$ cat config.mk
export PLATFORM = sky130hd
export DESIGN_NAME = sprs_core
export DESIGN_NICKNAME = d
export VERILOG_FILES = /design/src/include/sprs_pkg.sv /design/src/core/sprs_fifo.sv /design/src/core/sprs_core.sv
export SDC_FILE = /design/constraint.sdc
export NUM_CORES = 1
export LEC_CHECK = 0
export BUFFER_PORTS_ARGS = -buffer_cell sky130_fd_sc_hd__buf_2
export CAP_MARGIN = 5
export CORE_ASPECT_RATIO = 0.9
export CORE_MARGIN = 3
export CORE_UTILIZATION = 30
export DETAILED_ROUTE_END_ITERATION = 12
export PLACE_DENSITY_LB_ADDON = 0.12
export SETUP_SLACK_MARGIN = 0.2
export SYNTH_ARGS = -nofsm -noshare
export SYNTH_HDL_FRONTEND = slang
export SYNTH_SLANG_ARGS = --single-unit
$ cat constraint.sdc
create_clock -name clk_i -period 3.2 [get_ports clk_i]
set_clock_uncertainty 0.05 [all_clocks]
set_input_delay 0.8 -clock clk_i [delete_from_list [all_inputs] [get_ports clk_i]]
set_output_delay 0.8 -clock clk_i [all_outputs]
set_load 0.01 [all_outputs]
$ cat src/include/sprs_pkg.sv
// package for the serial port role and interrupt select block
// assumes a 32-bit classic wishbone register bus and a single 250 MHz clock
//
// Notes on behaviour
// RL1: bit 5 high selects host role
// RL2: bit 4 high releases serial input pin
// RL3: tx select 11 free slot, 10 half empty
// RL4: tx select 01 empty, 00 shifting finished
// RL5: rx select 11 full, 10 half full
// RL6: rx select 01 not empty, 00 last read
// RL7: software avoids access right after disable
// RL8: some fields writable only while disabled
// RL9: software zeroes ignored field in framed mode
// RL10: audio mode forces idle polarity high
// RL11: irq requests recomputed every clock cycle
package sprs_pkg;
  // register byte offsets
  localparam logic [3:0] SPRS_CTRL_OFS = 4'h0;
  localparam logic [3:0] SPRS_DATA_OFS = 4'h4;
  localparam logic [3:0] SPRS_STAT_OFS = 4'h8;
  // control field positions
  localparam int SPRS_RXSEL_LO = 0;
  localparam int SPRS_TXSEL_LO = 2;
  localparam int SPRS_SDI_REL_BIT = 4;
  localparam int SPRS_HOST_BIT = 5;
  localparam int SPRS_CKP_BIT = 6;
  localparam int SPRS_WIDE_BIT = 7;
  localparam int SPRS_AUDIO_BIT = 13;
  localparam int SPRS_FRAMED_BIT = 14;
  localparam int SPRS_ON_BIT = 15;
  // reset value and mask of locked fields (host, ckp, audio, framed)
  localparam logic [15:0] SPRS_CTRL_RESET = 16'h0000;
  localparam logic [15:0] SPRS_LOCK_MASK = 16'h6060;
  localparam logic [15:0] SPRS_CTRL_MASK = 16'hE0FF;
  // link clock divider for host role
  localparam logic [7:0] SPRS_HALF_DIV = 8'h04;
  localparam logic [4:0] SPRS_BITS = 5'h08;
  // buffer occupancy thresholds for two entries
  localparam logic [1:0] SPRS_DEPTH = 2'h2;
  localparam logic [1:0] SPRS_HALF = 2'h1;

  // irq select encodings
  typedef enum logic [1:0] {
    SPRS_SEL_00 = 2'h0,
    SPRS_SEL_01 = 2'h1,
    SPRS_SEL_10 = 2'h2,
    SPRS_SEL_11 = 2'h3
  } sprs_sel_t;

  // control register fields
  typedef struct packed {
    logic on;
    logic framed;
    logic audio;
    logic [4:0] rsvd;
    logic wide;
    logic clock_idle_polarity;
    logic host;
    logic sdi_release;
    logic [1:0] tx_irq_condition;
    logic [1:0] rx_irq_condition;
  } sprs_ctrl_t;

  // serial pin group
  typedef struct packed {
    logic sck;
    logic sdo;
  } sprs_pins_t;
endpackage

$ cat src/core/sprs_fifo.sv
// two-entry buffer with valid and ready on both sides
// assumes fill and drain on the same clock
`timescale 1ns/1ps
module sprs_fifo import sprs_pkg::*; #(
  parameter int WIDTH = 8
) (
  input wire logic clk_i,
  input wire logic rst_i,
  input wire logic in_valid_i,
  output logic in_ready_o,
  input wire logic [WIDTH-1:0] in_data_i,
  output logic out_valid_o,
  input wire logic out_ready_i,
  output logic [WIDTH-1:0] out_data_o,
  output logic [1:0] count_o
);
  // whole buffer state
  typedef struct packed {
    logic [1:0][WIDTH-1:0] mem;
    logic [1:0] count;
  } sprs_fifo_st_t;
  sprs_fifo_st_t st_reg, st_next;
  logic push, pop;

  assign in_ready_o = (st_reg.count != SPRS_DEPTH);
  assign out_valid_o = (st_reg.count != 2'h0);
  assign out_data_o = st_reg.mem[0];
  assign count_o = st_reg.count;
  assign push = in_valid_i && in_ready_o;
  assign pop = out_valid_o && out_ready_i;

  // shift-out buffer: entry 0 is head
  always_comb begin
    st_next = st_reg;
    if (pop) begin
      st_next.mem[0] = st_reg.mem[1];
    end
    if (push) begin
      // write lands behind what remains
      if (st_reg.count - {1'b0, pop} == 2'h0) begin
        st_next.mem[0] = in_data_i;
      end else begin
        st_next.mem[1] = in_data_i;
      end
    end
    st_next.count = st_reg.count + {1'b0, push} - {1'b0, pop};
  end

  always_ff @(posedge clk_i) begin
    if (rst_i) begin
      st_reg <= '0;
    end else begin
      st_reg <= st_next;
    end
  end
endmodule

$ cat src/core/sprs_core.sv
// serial port controller: role select, pin release and irq conditions
// assumes classic wishbone master; link pins are asynchronous to clk_i
`timescale 1ns/1ps
module sprs_core import sprs_pkg::*; (
  input wire logic clk_i,
  input wire logic rst_i,
  // wishbone slave
  input wire logic wb_cyc_i,
  input wire logic wb_stb_i,
  input wire logic wb_we_i,
  input wire logic [3:0] wb_adr_i,
  input wire logic [3:0] wb_sel_i,
  input wire logic [31:0] wb_dat_i,
  output logic [31:0] wb_dat_o,
  output logic wb_ack_o,
  // link pins
  input wire logic sck_i,
  output logic sck_o,
  output logic sck_oe_o,
  input wire logic sdi_i,
  output logic sdo_o,
  input wire logic ss_n_i,
  output logic sdi_owned_o,
  // interrupt requests
  output logic tx_irq_o,
  output logic rx_irq_o
);
  // all core state except the two buffers in one record
  typedef struct packed {
    sprs_ctrl_t ctrl;
    logic ack;
    logic [31:0] rdata;
    logic [1:0] sck_sync;
    logic [1:0] sdi_sync;
    logic [1:0] ss_sync;
    logic sck_prev;
    logic busy;
    logic [4:0] bitcnt;
    logic [7:0] shreg;
    logic [7:0] div;
    logic sck_gen;
    logic sck_out;
    logic sck_oe;
    logic sdo;
    logic sdi_own;
    logic done;
    logic last_read;
    logic tx_irq;
    logic rx_irq;
  } sprs_st_t;
  sprs_st_t st_reg, st_next;

  // buffer handshakes
  logic tx_in_ready, tx_out_valid, rx_in_ready, rx_out_valid;
  logic tx_pop, rx_push, rx_pop, tx_push;
  logic [7:0] tx_head, rx_head;
  logic [1:0] tx_count, rx_count;
  // decoded bus request
  logic req, wr_ctrl, wr_data, rd_data;
  // effective idle polarity and link edges
  logic ckp_eff, lead_edge, trail_edge, sck_now;
  logic [7:0] rx_word;

  assign req = wb_cyc_i && wb_stb_i && !st_reg.ack;
  assign wr_ctrl = req && wb_we_i && wb_adr_i == SPRS_CTRL_OFS;
  assign wr_data = req && wb_we_i && wb_adr_i == SPRS_DATA_OFS && wb_sel_i[0];
  assign rd_data = req && !wb_we_i && wb_adr_i == SPRS_DATA_OFS;
  assign tx_push = wr_data && st_reg.ctrl.on;
  assign rx_pop = rd_data && rx_out_valid;

  // audio mode behaves as idle-high clock [RL10]
  assign ckp_eff = st_reg.ctrl.audio ? 1'b1 : st_reg.ctrl.clock_idle_polarity;

  // in host role the internal divider drives the clock, else the pin [RL1]
  assign sck_now = st_reg.ctrl.host ? st_reg.sck_gen : st_reg.sck_sync[1];
  assign lead_edge = (sck_now != st_reg.sck_prev) && (sck_now != ckp_eff);
  assign trail_edge = (sck_now != st_reg.sck_prev) && (sck_now == ckp_eff);

  // shift engine pulls a word when idle
  assign tx_pop = !st_reg.busy && st_reg.ctrl.on && tx_out_valid && rx_in_ready &&
    (st_reg.ctrl.host || !st_reg.ss_sync[1]);
  // released input pin samples as zero [RL2]
  assign rx_word = {st_reg.shreg[6:0],
    st_reg.ctrl.sdi_release ? 1'b0 : st_reg.sdi_sync[1]};
  assign rx_push = st_reg.busy && lead_edge && st_reg.bitcnt == SPRS_BITS - 5'h1;

  sprs_fifo #(.WIDTH(8)) u_tx_fifo (
    .clk_i(clk_i),
    .rst_i(rst_i),
    .in_valid_i(tx_push),
    .in_ready_o(tx_in_ready),
    .in_data_i(wb_dat_i[7:0]),
    .out_valid_o(tx_out_valid),
    .out_ready_i(tx_pop),
    .out_data_o(tx_head),
    .count_o(tx_count)
  );

  sprs_fifo #(.WIDTH(8)) u_rx_fifo (
    .clk_i(clk_i),
    .rst_i(rst_i),
    .in_valid_i(rx_push),
    .in_ready_o(rx_in_ready),
    .in_data_i(rx_word),
    .out_valid_o(rx_out_valid),
    .out_ready_i(rx_pop),
    .out_data_o(rx_head),
    .count_o(rx_count)
  );

  // next-state logic
  always_comb begin
    st_next = st_reg;
    // pin synchronisers, first stage read only by second
    st_next.sck_sync = {st_reg.sck_sync[0], sck_i};
    st_next.sdi_sync = {st_reg.sdi_sync[0], sdi_i};
    st_next.ss_sync = {st_reg.ss_sync[0], ss_n_i};
    st_next.sck_prev = sck_now;
    // bus answer one cycle after request
    st_next.ack = req;
    st_next.rdata = 32'h0000_0000;
    if (req && !wb_we_i) begin
      unique case (wb_adr_i)
        SPRS_CTRL_OFS: st_next.rdata = {16'h0000, st_reg.ctrl & SPRS_CTRL_MASK};
        SPRS_DATA_OFS: st_next.rdata = {24'h00_0000, rx_head};
        SPRS_STAT_OFS: st_next.rdata = {24'h00_0000, st_reg.busy, st_reg.done,
          rx_count, tx_count, tx_in_ready, rx_out_valid};
        default: st_next.rdata = 32'h0000_0000;
      endcase
    end
    // control write, locked fields held while enabled [RL8]
    if (wr_ctrl) begin
      if (wb_sel_i[0]) begin
        st_next.ctrl[7:0] = wb_dat_i[7:0];
        if (st_reg.ctrl.on) begin
          st_next.ctrl.host = st_reg.ctrl.host;
          st_next.ctrl.clock_idle_polarity = st_reg.ctrl.clock_idle_polarity;
        end
      end
      if (wb_sel_i[1]) begin
        st_next.ctrl[15:8] = wb_dat_i[15:8] & SPRS_CTRL_MASK[15:8];
        if (st_reg.ctrl.on) begin
          st_next.ctrl.audio = st_reg.ctrl.audio;
          st_next.ctrl.framed = st_reg.ctrl.framed;
        end
      end
    end
    // host clock divider, only while a word shifts
    if (st_reg.ctrl.host && st_reg.busy) begin
      if (st_reg.div == SPRS_HALF_DIV - 8'h01) begin
        st_next.div = 8'h00;
        st_next.sck_gen = !st_reg.sck_gen;
      end else begin
        st_next.div = st_reg.div + 8'h01;
      end
    end else begin
      st_next.div = 8'h00;
      st_next.sck_gen = ckp_eff;
    end
    // host drives clock pin, target leaves it [RL1]
    st_next.sck_oe = st_reg.ctrl.on && st_reg.ctrl.host;
    st_next.sck_out = st_reg.sck_gen;
    st_next.sdi_own = st_reg.ctrl.on && !st_reg.ctrl.sdi_release; // [RL2]
    // word shifting
    if (tx_pop) begin
      st_next.busy = 1'b1;
      st_next.shreg = tx_head;
      st_next.sdo = tx_head[7];
      st_next.bitcnt = 5'h00;
      st_next.done = 1'b0;
    end else if (st_reg.busy) begin
      if (lead_edge) begin
        st_next.shreg = rx_word;
        st_next.bitcnt = st_reg.bitcnt + 5'h01;
      end
      if (trail_edge && st_reg.bitcnt != 5'h00) begin
        if (st_reg.bitcnt == SPRS_BITS) begin
          st_next.busy = 1'b0;
          st_next.done = 1'b1;
        end else begin
          st_next.sdo = st_reg.shreg[7];
        end
      end
    end
    if (!st_reg.ctrl.on) begin
      st_next.busy = 1'b0;
      st_next.done = 1'b0;
    end
    // last buffered word read empties the buffer [RL6]
    st_next.last_read = rx_pop && rx_count == 2'h1;
    // irq conditions recomputed each cycle [RL11]
    unique case (sprs_sel_t'(st_reg.ctrl.tx_irq_condition))
      SPRS_SEL_11: st_next.tx_irq = tx_count != SPRS_DEPTH; // [RL3]
      SPRS_SEL_10: st_next.tx_irq = tx_count <= SPRS_HALF; // [RL3]
      SPRS_SEL_01: st_next.tx_irq = tx_count == 2'h0; // [RL4]
      SPRS_SEL_00: st_next.tx_irq = st_reg.done && tx_count == 2'h0; // [RL4]
    endcase
    unique case (sprs_sel_t'(st_reg.ctrl.rx_irq_condition))
      SPRS_SEL_11: st_next.rx_irq = rx_count == SPRS_DEPTH; // [RL5]
      SPRS_SEL_10: st_next.rx_irq = rx_count >= SPRS_HALF; // [RL5]
      SPRS_SEL_01: st_next.rx_irq = rx_count != 2'h0; // [RL6]
      SPRS_SEL_00: st_next.rx_irq = st_reg.last_read; // [RL6]
    endcase
    if (!st_reg.ctrl.on) begin
      st_next.tx_irq = 1'b0;
      st_next.rx_irq = 1'b0;
    end
  end

  // state register
  always_ff @(posedge clk_i) begin
    if (rst_i) begin
      st_reg <= '0;
    end else begin
      st_reg <= st_next;
    end
  end

  // outputs straight from flip-flops
  assign wb_ack_o = st_reg.ack;
  assign wb_dat_o = st_reg.rdata;
  assign sck_o = st_reg.sck_out;
  assign sck_oe_o = st_reg.sck_oe;
  assign sdo_o = st_reg.sdo;
  assign sdi_owned_o = st_reg.sdi_own;
  assign tx_irq_o = st_reg.tx_irq;
  assign rx_irq_o = st_reg.rx_irq;

  // checks
  // an enabled host drives the clock pin
  chk_host_drive: assert property (@(posedge clk_i) disable iff (rst_i) // [RL1]
    st_reg.ctrl.on && st_reg.ctrl.host |=> sck_oe_o)
    else $error("host role not driving clock");

  // a target never drives the clock pin
  chk_target_idle: assert property (@(posedge clk_i) disable iff (rst_i) // [RL1]
    !st_reg.ctrl.host |=> !sck_oe_o)
    else $error("target role driving clock");

  // while a word shifts, the host clock only moves when the divider wraps
  chk_host_div: assert property (@(posedge clk_i) disable iff (rst_i) // [RL1]
    st_reg.ctrl.host && st_reg.busy && st_reg.div != SPRS_HALF_DIV - 8'h01
    |=> $stable(st_reg.sck_gen))
    else $error("host clock moved off the divider");

  // a released input is not owned
  chk_sdi_release: assert property (@(posedge clk_i) disable iff (rst_i) // [RL2]
    st_reg.ctrl.sdi_release |=> !sdi_owned_o)
    else $error("released input still owned");

  // an enabled, kept input is owned
  chk_sdi_owned: assert property (@(posedge clk_i) disable iff (rst_i) // [RL2]
    st_reg.ctrl.on && !st_reg.ctrl.sdi_release |=> sdi_owned_o)
    else $error("kept input not owned");

  // a released input shifts in zeros only
  chk_sdi_zero: assert property (@(posedge clk_i) disable iff (rst_i) // [RL2]
    st_reg.ctrl.sdi_release |-> rx_word[0] == 1'b0)
    else $error("released input bit not zero");

  // a full transmit buffer gives no free-slot request
  chk_tx_free: assert property (@(posedge clk_i) disable iff (rst_i) // [RL3]
    st_reg.ctrl.on && st_reg.ctrl.tx_irq_condition == 2'h3 && tx_count == SPRS_DEPTH
    |=> !tx_irq_o)
    else $error("tx irq while buffer full");

  // free-slot request follows occupancy
  chk_tx_free_set: assert property (@(posedge clk_i) disable iff (rst_i) // [RL3]
    st_reg.ctrl.on && st_reg.ctrl.tx_irq_condition == 2'h3
    |=> tx_irq_o == ($past(tx_count) != SPRS_DEPTH))
    else $error("tx free irq mismatch");

  // half-empty request follows occupancy
  chk_tx_half: assert property (@(posedge clk_i) disable iff (rst_i) // [RL3]
    st_reg.ctrl.on && st_reg.ctrl.tx_irq_condition == 2'h2
    |=> tx_irq_o == ($past(tx_count) <= SPRS_HALF))
    else $error("tx half irq mismatch");

  // empty request follows occupancy
  chk_tx_empty: assert property (@(posedge clk_i) disable iff (rst_i) // [RL4]
    st_reg.ctrl.on && st_reg.ctrl.tx_irq_condition == 2'h1
    |=> tx_irq_o == ($past(tx_count) == 2'h0))
    else $error("tx empty irq mismatch");

  // finished request needs the last word out and an empty buffer
  chk_tx_done: assert property (@(posedge clk_i) disable iff (rst_i) // [RL4]
    st_reg.ctrl.on && st_reg.ctrl.tx_irq_condition == 2'h0
    |=> tx_irq_o == ($past(st_reg.done) && $past(tx_count) == 2'h0))
    else $error("tx done irq mismatch");

  // full request follows occupancy
  chk_rx_full: assert property (@(posedge clk_i) disable iff (rst_i) // [RL5]
    st_reg.ctrl.on && st_reg.ctrl.rx_irq_condition == 2'h3
    |=> rx_irq_o == ($past(rx_count) == 2'h2))
    else $error("rx full irq mismatch");

  // half-full request follows occupancy
  chk_rx_half: assert property (@(posedge clk_i) disable iff (rst_i) // [RL5]
    st_reg.ctrl.on && st_reg.ctrl.rx_irq_condition == 2'h2
    |=> rx_irq_o == ($past(rx_count) >= SPRS_HALF))
    else $error("rx half irq mismatch");

  // not-empty request follows occupancy
  chk_rx_any: assert property (@(posedge clk_i) disable iff (rst_i) // [RL6]
    st_reg.ctrl.on && st_reg.ctrl.rx_irq_condition == 2'h1
    |=> rx_irq_o == ($past(rx_count) != 2'h0))
    else $error("rx not empty irq mismatch");

  // reading the last word pulses the request two cycles later
  chk_rx_last: assert property (@(posedge clk_i) disable iff (rst_i) // [RL6]
    st_reg.ctrl.on && st_reg.ctrl.rx_irq_condition == 2'h0 && $stable(st_reg.ctrl)
    && rx_pop && rx_count == 2'h1 |-> ##2 rx_irq_o)
    else $error("no irq on last read");

  // no last-read request without a last read
  chk_rx_quiet: assert property (@(posedge clk_i) disable iff (rst_i) // [RL6]
    st_reg.ctrl.on && st_reg.ctrl.rx_irq_condition == 2'h0 && !st_reg.last_read |=> !rx_irq_o)
    else $error("rx last read irq without a read");

  // a disabled block raises no request
  chk_off_quiet: assert property (@(posedge clk_i) disable iff (rst_i) // [RL11]
    !st_reg.ctrl.on |=> !tx_irq_o && !rx_irq_o)
    else $error("irq raised while disabled");

  // host role field holds while enabled
  chk_lock_hold: assert property (@(posedge clk_i) disable iff (rst_i) // [RL8]
    st_reg.ctrl.on |=> st_reg.ctrl.host == $past(st_reg.ctrl.host))
    else $error("locked field changed while enabled");

  // idle polarity is locked as well
  chk_lock_ckp: assert property (@(posedge clk_i) disable iff (rst_i) // [RL8]
    st_reg.ctrl.on |=> st_reg.ctrl.clock_idle_polarity == $past(st_reg.ctrl.clock_idle_polarity))
    else $error("idle polarity changed while enabled");

  // audio and framed mode enables are locked too
  chk_lock_mode: assert property (@(posedge clk_i) disable iff (rst_i) // [RL8]
    st_reg.ctrl.on |=> st_reg.ctrl.audio == $past(st_reg.ctrl.audio)
    && st_reg.ctrl.framed == $past(st_reg.ctrl.framed))
    else $error("mode enable changed while enabled");

  // audio mode idles the host clock high
  chk_audio_idle: assert property (@(posedge clk_i) disable iff (rst_i) // [RL10]
    st_reg.ctrl.host && st_reg.ctrl.audio && !st_reg.busy |=> st_reg.sck_gen)
    else $error("audio idle clock not high");
endmodule

== After elaboration in Yosys (flattened, before gate mapping) ==
Cells that the tools add are included.

* Bitwise operators: 5
* Magnitude comparators: 2
* Reductions and logical operators: 62
* Equal/unequal tests: 20
* Muxes and demuxes: 23
* Shifts and indexed selects: 0
* Div/mod/pow operators: 0
* Multiply operators: 0
* Add/subtract/negate cells: 8

{| class="wikitable"
|+ Operator list
! operator !! count
|-
| $mux W8 || 6
|-
| $pmux W16 S3 || 1
|-
| $logic_and A1 B1 Y1 || 28
|-
| $mux W14 || 2
|-
| $mux W13 || 1
|-
| $reduce_and A2 Y1 || 6
|-
| $reduce_and A3 Y1 || 4
|-
| $mux W1 || 11
|-
| $eq A2 B2 Y1 const B || 5
|-
| $logic_not A2 Y1 || 5
|-
| $reduce_bool A2 Y1 || 5
|-
| $add A8 B1 Y8 const B || 1
|-
| $eq A8 B2 Y1 const B || 1
|-
| $pmux W1 S4 || 2
|-
| $sub A2 B1 Y2 || 4
|-
| $eq A2 B1 Y1 const B || 3
|-
| $logic_not A1 Y1 || 6
|-
| $reduce_or A2 Y1 || 3
|-
| $reduce_or A3 Y1 || 2
|-
| $add A5 B1 Y5 const B || 1
|-
| $eq A5 B3 Y1 const B || 1
|-
| $eq A5 B4 Y1 const B || 1
|-
| $not A1 Y1 || 5
|-
| $reduce_bool A5 Y1 || 1
|-
| 11 further kinds || 15
|}

* Output and inout port bits: 39
* Word-level logic and storage cells: 154
* Flip-flop bits (word level): 118
* Memory bits (writable): 0
* Memory bits (read-only): 0
* Memories kept: 0
* Latch bits: 0
* Bits of input ports: 48

== Logic depth before layout (Yosys ltp) ==
* Depth in word-level cells: 10
* Depth in mapped cells: 10

== Modules after synthesis ==
Synthesis repeated with hierarchy kept, for this count alone.

* Cells, all modules: 532
* Area, all modules: 4722.0 um2

{| class="wikitable"
|+ Modules (own cells, without submodules)
! module !! cells an instance !! seq. area each (um2) !! times used !! area an instance (um2)
|-
| sprs_core || 322 || 1221.2 || 1 || 2860.2
|-
| sprs_fifo || 105 || 360.3 || 2 || 930.9
|}

== Worst setup path before layout ==
OpenSTA, ideal clock, no wires.

* Path kind: input to register
* Start: input port wb_adr_i[1]
* End: register u_rx_fifo.st_reg (netlist bit u_rx_fifo.out_data_o[0])
* Library setup time: 0.129 ns
* Stages: 9
* Data arrival time: 3.111 ns
* Path slack: -0.090 ns
* Path through: or4b_1 -> clkbuf_1 -> nor4_1 -> clkbuf_1 -> ha_1 -> nand4b_1 -> nand2b_1 -> buf_1 -> a21oi_1

* Longest elaborated chain between the ends: 8

{| class="wikitable"
|+ RTL lines
! element !! line !! RTL
|-
| from (decl) || sprs_core.sv:11 || <nowiki>input wire logic [3:0] wb_adr_i,</nowiki>
|-
| $eq A4 B3 Y1 * || sprs_core.sv:67 || <nowiki>assign rd_data = req && !wb_we_i && wb_adr_i == SPRS_DATA_OFS;</nowiki>
|-
| $logic_and A1 B1 Y1 * || sprs_core.sv:67 ||
|-
| $logic_and A1 B1 Y1 * || sprs_core.sv:69 || <nowiki>assign rx_pop = rd_data && rx_out_valid;</nowiki>
|-
| $logic_and A1 B1 Y1 * || sprs_fifo.sv:30 || <nowiki>assign pop = out_valid_o && out_ready_i;</nowiki>
|-
| $sub A2 B1 Y2 || sprs_fifo.sv:40 || <nowiki>if (st_reg.count - {1'b0, pop} == 2'h0) begin</nowiki>
|-
| $logic_not A2 Y1 || sprs_fifo.sv:40 ||
|-
| $mux W8 || sprs_fifo.sv:40 ||
|-
| $mux W8 * || sprs_fifo.sv:38 || <nowiki>if (push) begin</nowiki>
|-
| to (signal assigned) || sprs_fifo.sv:53 || <nowiki>st_reg <= st_next;</nowiki>
|-
| to (decl) || sprs_fifo.sv:22 || <nowiki>sprs_fifo_st_t st_reg, st_next;</nowiki>
|}

Every way passes the cells marked *; elsewhere a longest branch is shown, timed or not.
A chain may end at the register's enable or synchronous reset.

== Worst setup path in the final report ==
* Start: input port wb_adr_i[1]
* End: register u_tx_fifo.st_reg[12] (netlist name)

* Longest elaborated chain between the ends: 6

{| class="wikitable"
|+ RTL lines
! element !! line !! RTL
|-
| $eq A4 B3 Y1 || sprs_core.sv:66 || <nowiki>assign wr_data = req && wb_we_i && wb_adr_i == SPRS_DATA_OFS && wb_sel_i[0];</nowiki>
|-
| $logic_and A1 B1 Y1 (2 in series) || sprs_core.sv:66 ||
|-
| $logic_and A1 B1 Y1 || sprs_core.sv:68 || <nowiki>assign tx_push = wr_data && st_reg.ctrl.on;</nowiki>
|-
| $logic_and A1 B1 Y1 || sprs_fifo.sv:29 || <nowiki>assign push = in_valid_i && in_ready_o;</nowiki>
|-
| $reduce_and A2 Y1 (no line) || n/a ||
|-
| to (signal assigned) || sprs_fifo.sv:53 ||
|-
| to (decl) || sprs_fifo.sv:22 ||
|}

Every way passes these cells.

==> results.md <==
* DIE WIDTH at 133.1 um
* Rows at 41
* # DRC at 0
* Largest net degree at the start of global routing at 33
* Core Box Area at 14110 um2
* Max FFs per register at 32
* CTS sink count at 97
* Rel. slew slack at 0.6039
* Avg Cell Area, Syn at 8.977 um2
* Min-delay src: st_next[35]
* TritonCTS clock tree: yes
* Hold Path End: st_reg[35]
* First-pass GRT wire length at 18540 um
* Slowest CP cell: or4_1
* Hpwl dp at 8180 um
* Setup TNS at 0 ps
* DR vias at 3519
* Antenna cell count at 0
* Top cell type's share of synthesized area at 0.4451
* Crit Reg-Reg Startpoint: st_reg[77]
* Postcts setup bufs at 0
* Synth async-reset ratio at 0
* # IOs at 87
* Final worst-path cycle share at 0.8764
* Sequential area share after synthesis at 0.4451
* # H-tree levels at 3
* Crit path kind: primary input to register
* Initial antenna violation count at 0
* Port Buffers at 42
* Vias in the first global route at 3408
* Synth top area cells: dfxtp_1, mux2i_1, buf_4
* Initial DRC Count at 222
* RePlAce Congestion at 0.7652
* Synth cell count leaders: dfxtp_1, nand2_1, mux2i_1, nor2_1, buf_4
* Clk_lat worst skew at 350 ps
* Initial DRT Pass Iterations at 7
* Post-Place Cells at 703
* F_max at 356.6 MHz
* Seq cells post-synth at 97
* Cell with the most instances after synthesis: dfxtp_1
* Final ANT Viol Nets at 0
* Cells after Synth at 486
* Clock transition at path regs at 70 ps
* Syn Std Cell Area at 4363 um2
* Area Growth Syn to Fin at 15.89%
* Layout Cells excl Fill at 719
* LEAKAGE at 1.894 nW
* Die H at 120.4 um
* Total CTS buffers at 9
* Worst hold path type: register to register
* Max Cap Viol at 0
* Critical path fanouts, max at 8
* Synth cell types at 52
* Final Max Tran Viols at 0
* Worst Tran Pin Value at 593.3 ps
* DR vias/cell at 4.894
* Wire per inst at 15.73 um
* Hold Vio Cnt, Final at 0
* Grt ovf at 0
* Power Density at 492.7 nW/um2
* Kind of end point of the critical path: register
* R2R depth at 5
* Resized cells post-CTS at 0
* Global Route Usage Sum at 0.1461
* Post-synth EDFFs at 0
* CP Cell Sequence: buf_2 -> or4b_1 -> buf_4 -> or4_1 -> a211oi_4 -> buf_12 -> mux2i_1
* Final Power at 0.002491 W
* RSZ-0062 raised after global routing: false
* Routed wire length at 11310 um
* Clk buf depth at 2
* NumNets Final at 575
* Worst R2R Setup Slack at 800 ps
* CP Launch Type: primary input
* Tmin final at 2804 ps
* Worst Path Required at 3420 ps
* Status: finished, final reports clean
* Arrival time at the worst endpoint at 3030 ps
* Primary FF master, synth: dfxtp_1
* Die ar. at 16030 um2
* Cts hold-fix bufs at 0
* Clock root cell: clkbuf_16
* Warnings from Yosys at 0
* Cell depth of the worst hold path at 1
* Final setup fails at 0
* Share of layout cells above drive strength 1 at 0.1730
* FF-to-FF End: st_reg[29]
* Initial core utilization at 0.3093
* CP peak stage delay at 640 ps
* Post-synthesis cell type with the largest combined area: dfxtp_1
* Worst VDD drop at 0.0002294 V
## report_power, final
part           internal [W]  switching (W)  leakage (nW)
Clock              0.000709       0.000478         0.159
Sequential          0.00121     0.00000183         0.782
Combinational     0.0000297      0.0000609         0.952
Total               0.00195       0.000541          1.89
## cells in the final DEF, fill, tap and decap left out, drive strengths merged, types with 3 or more instances in the layout
| cell type | instances |
|---|---|
| nand2 | 47 |
| o31ai | 10 |
| nor3 | 8 |
| nand3 | 15 |
| or4 | 3 |
| and3 | 6 |
| clkinv | 3 |
| o21ai | 21 |
| clkbuf | 10 |
| a31oi | 11 |
| conb | 21 |
| dfxtp | 97 |
| a211oi | 3 |
| nand2b | 6 |
| mux2i | 39 |
| nor2 | 38 |
| buf | 64 |
| ha | 6 |
| a222oi | 7 |
| inv | 11 |
| a221oi | 8 |
| nor4b | 4 |
| xor2 | 7 |
| nand4 | 4 |
| a21oi | 31 |
| nor2b | 11 |
| nor4 | 6 |
## metrics by stage
stage | cell area, um2 | setup WS, ps | hold slack (ps) | utilization
after floorplan | 4443 | 212.0 | 363.8 | -
after global placement | 4727 | 86.45 | 371.6 | 0.3351
after detailed placement | 4727 | 83.83 | 374.8 | 0.3351
after CTS | 5056 | 418.6 | 392.6 | 0.3584
after global routing | 5056 | 327.1 | 408.8 | 0.3584
final | 5056 | 395.6 | 387.2 | 0.3584
## worst max-delay path by stage
stage | from | to
after floorplan | wb_adr_i[1] | u_rx_fifo.st_reg[10]
after global placement | wb_adr_i[1] | u_tx_fifo.st_reg[14]
after detailed placement | wb_adr_i[1] | u_tx_fifo.st_reg[12]
after CTS | wb_adr_i[1] | u_tx_fifo.st_reg[12]
after global routing | wb_adr_i[1] | u_tx_fifo.st_reg[12]
final | wb_adr_i[1] | u_tx_fifo.st_reg[12]
## final cells by class
| type | count | area [um2] |
|---|---|---|
| Clock buffer | 10 | 239.0 |
| Fill cell | 1485 | 9051 |
| Sequential cell | 97 | 1942 |
| Tap cell | 193 | 241.5 |
| Multi-Input combinational cell | 338 | 2115 |
| Inverter | 11 | 41.29 |
| Clock inverter | 6 | 90.09 |
| Timing Repair Buffer | 64 | 387.9 |
## metal layers
layer  global-route usage  vias to the layer above  share of wire
li1                     -                     1752              -
met1               0.2103                     1674           0.52
met2               0.2176                       83           0.42
met3              0.03078                       10          0.050
met4              0.04884                        0          0.013
met5                    0                        -              0
## kinds of logic (layout without fill, tap and decap cells)
| logic type | after synthesis | after routing | synth area share |
|---|---|---|---|
| buf+inv | 71 | 91 | 0.08890 |
| xor+xnor | 9 | 9 | 0.01807 |
| other cells | 1 | 21 | 0.0008595 |
| fa+ha+maj | 6 | 6 | 0.01721 |
| flops | 97 | 97 | 0.4451 |
| mux | 41 | 41 | 0.09464 |
| compound gates | 100 | 100 | 0.1491 |
| simple gates | 161 | 161 | 0.1861 |
## critical path: cells and delay by family
kind,cells,cell delay (ps)
AOI/OAI and AO/OA,1,330
muxes,1,180
buffers and inverters,3,490
and+or+nand+nor,2,1220
(Power assumes the default switching activity.)
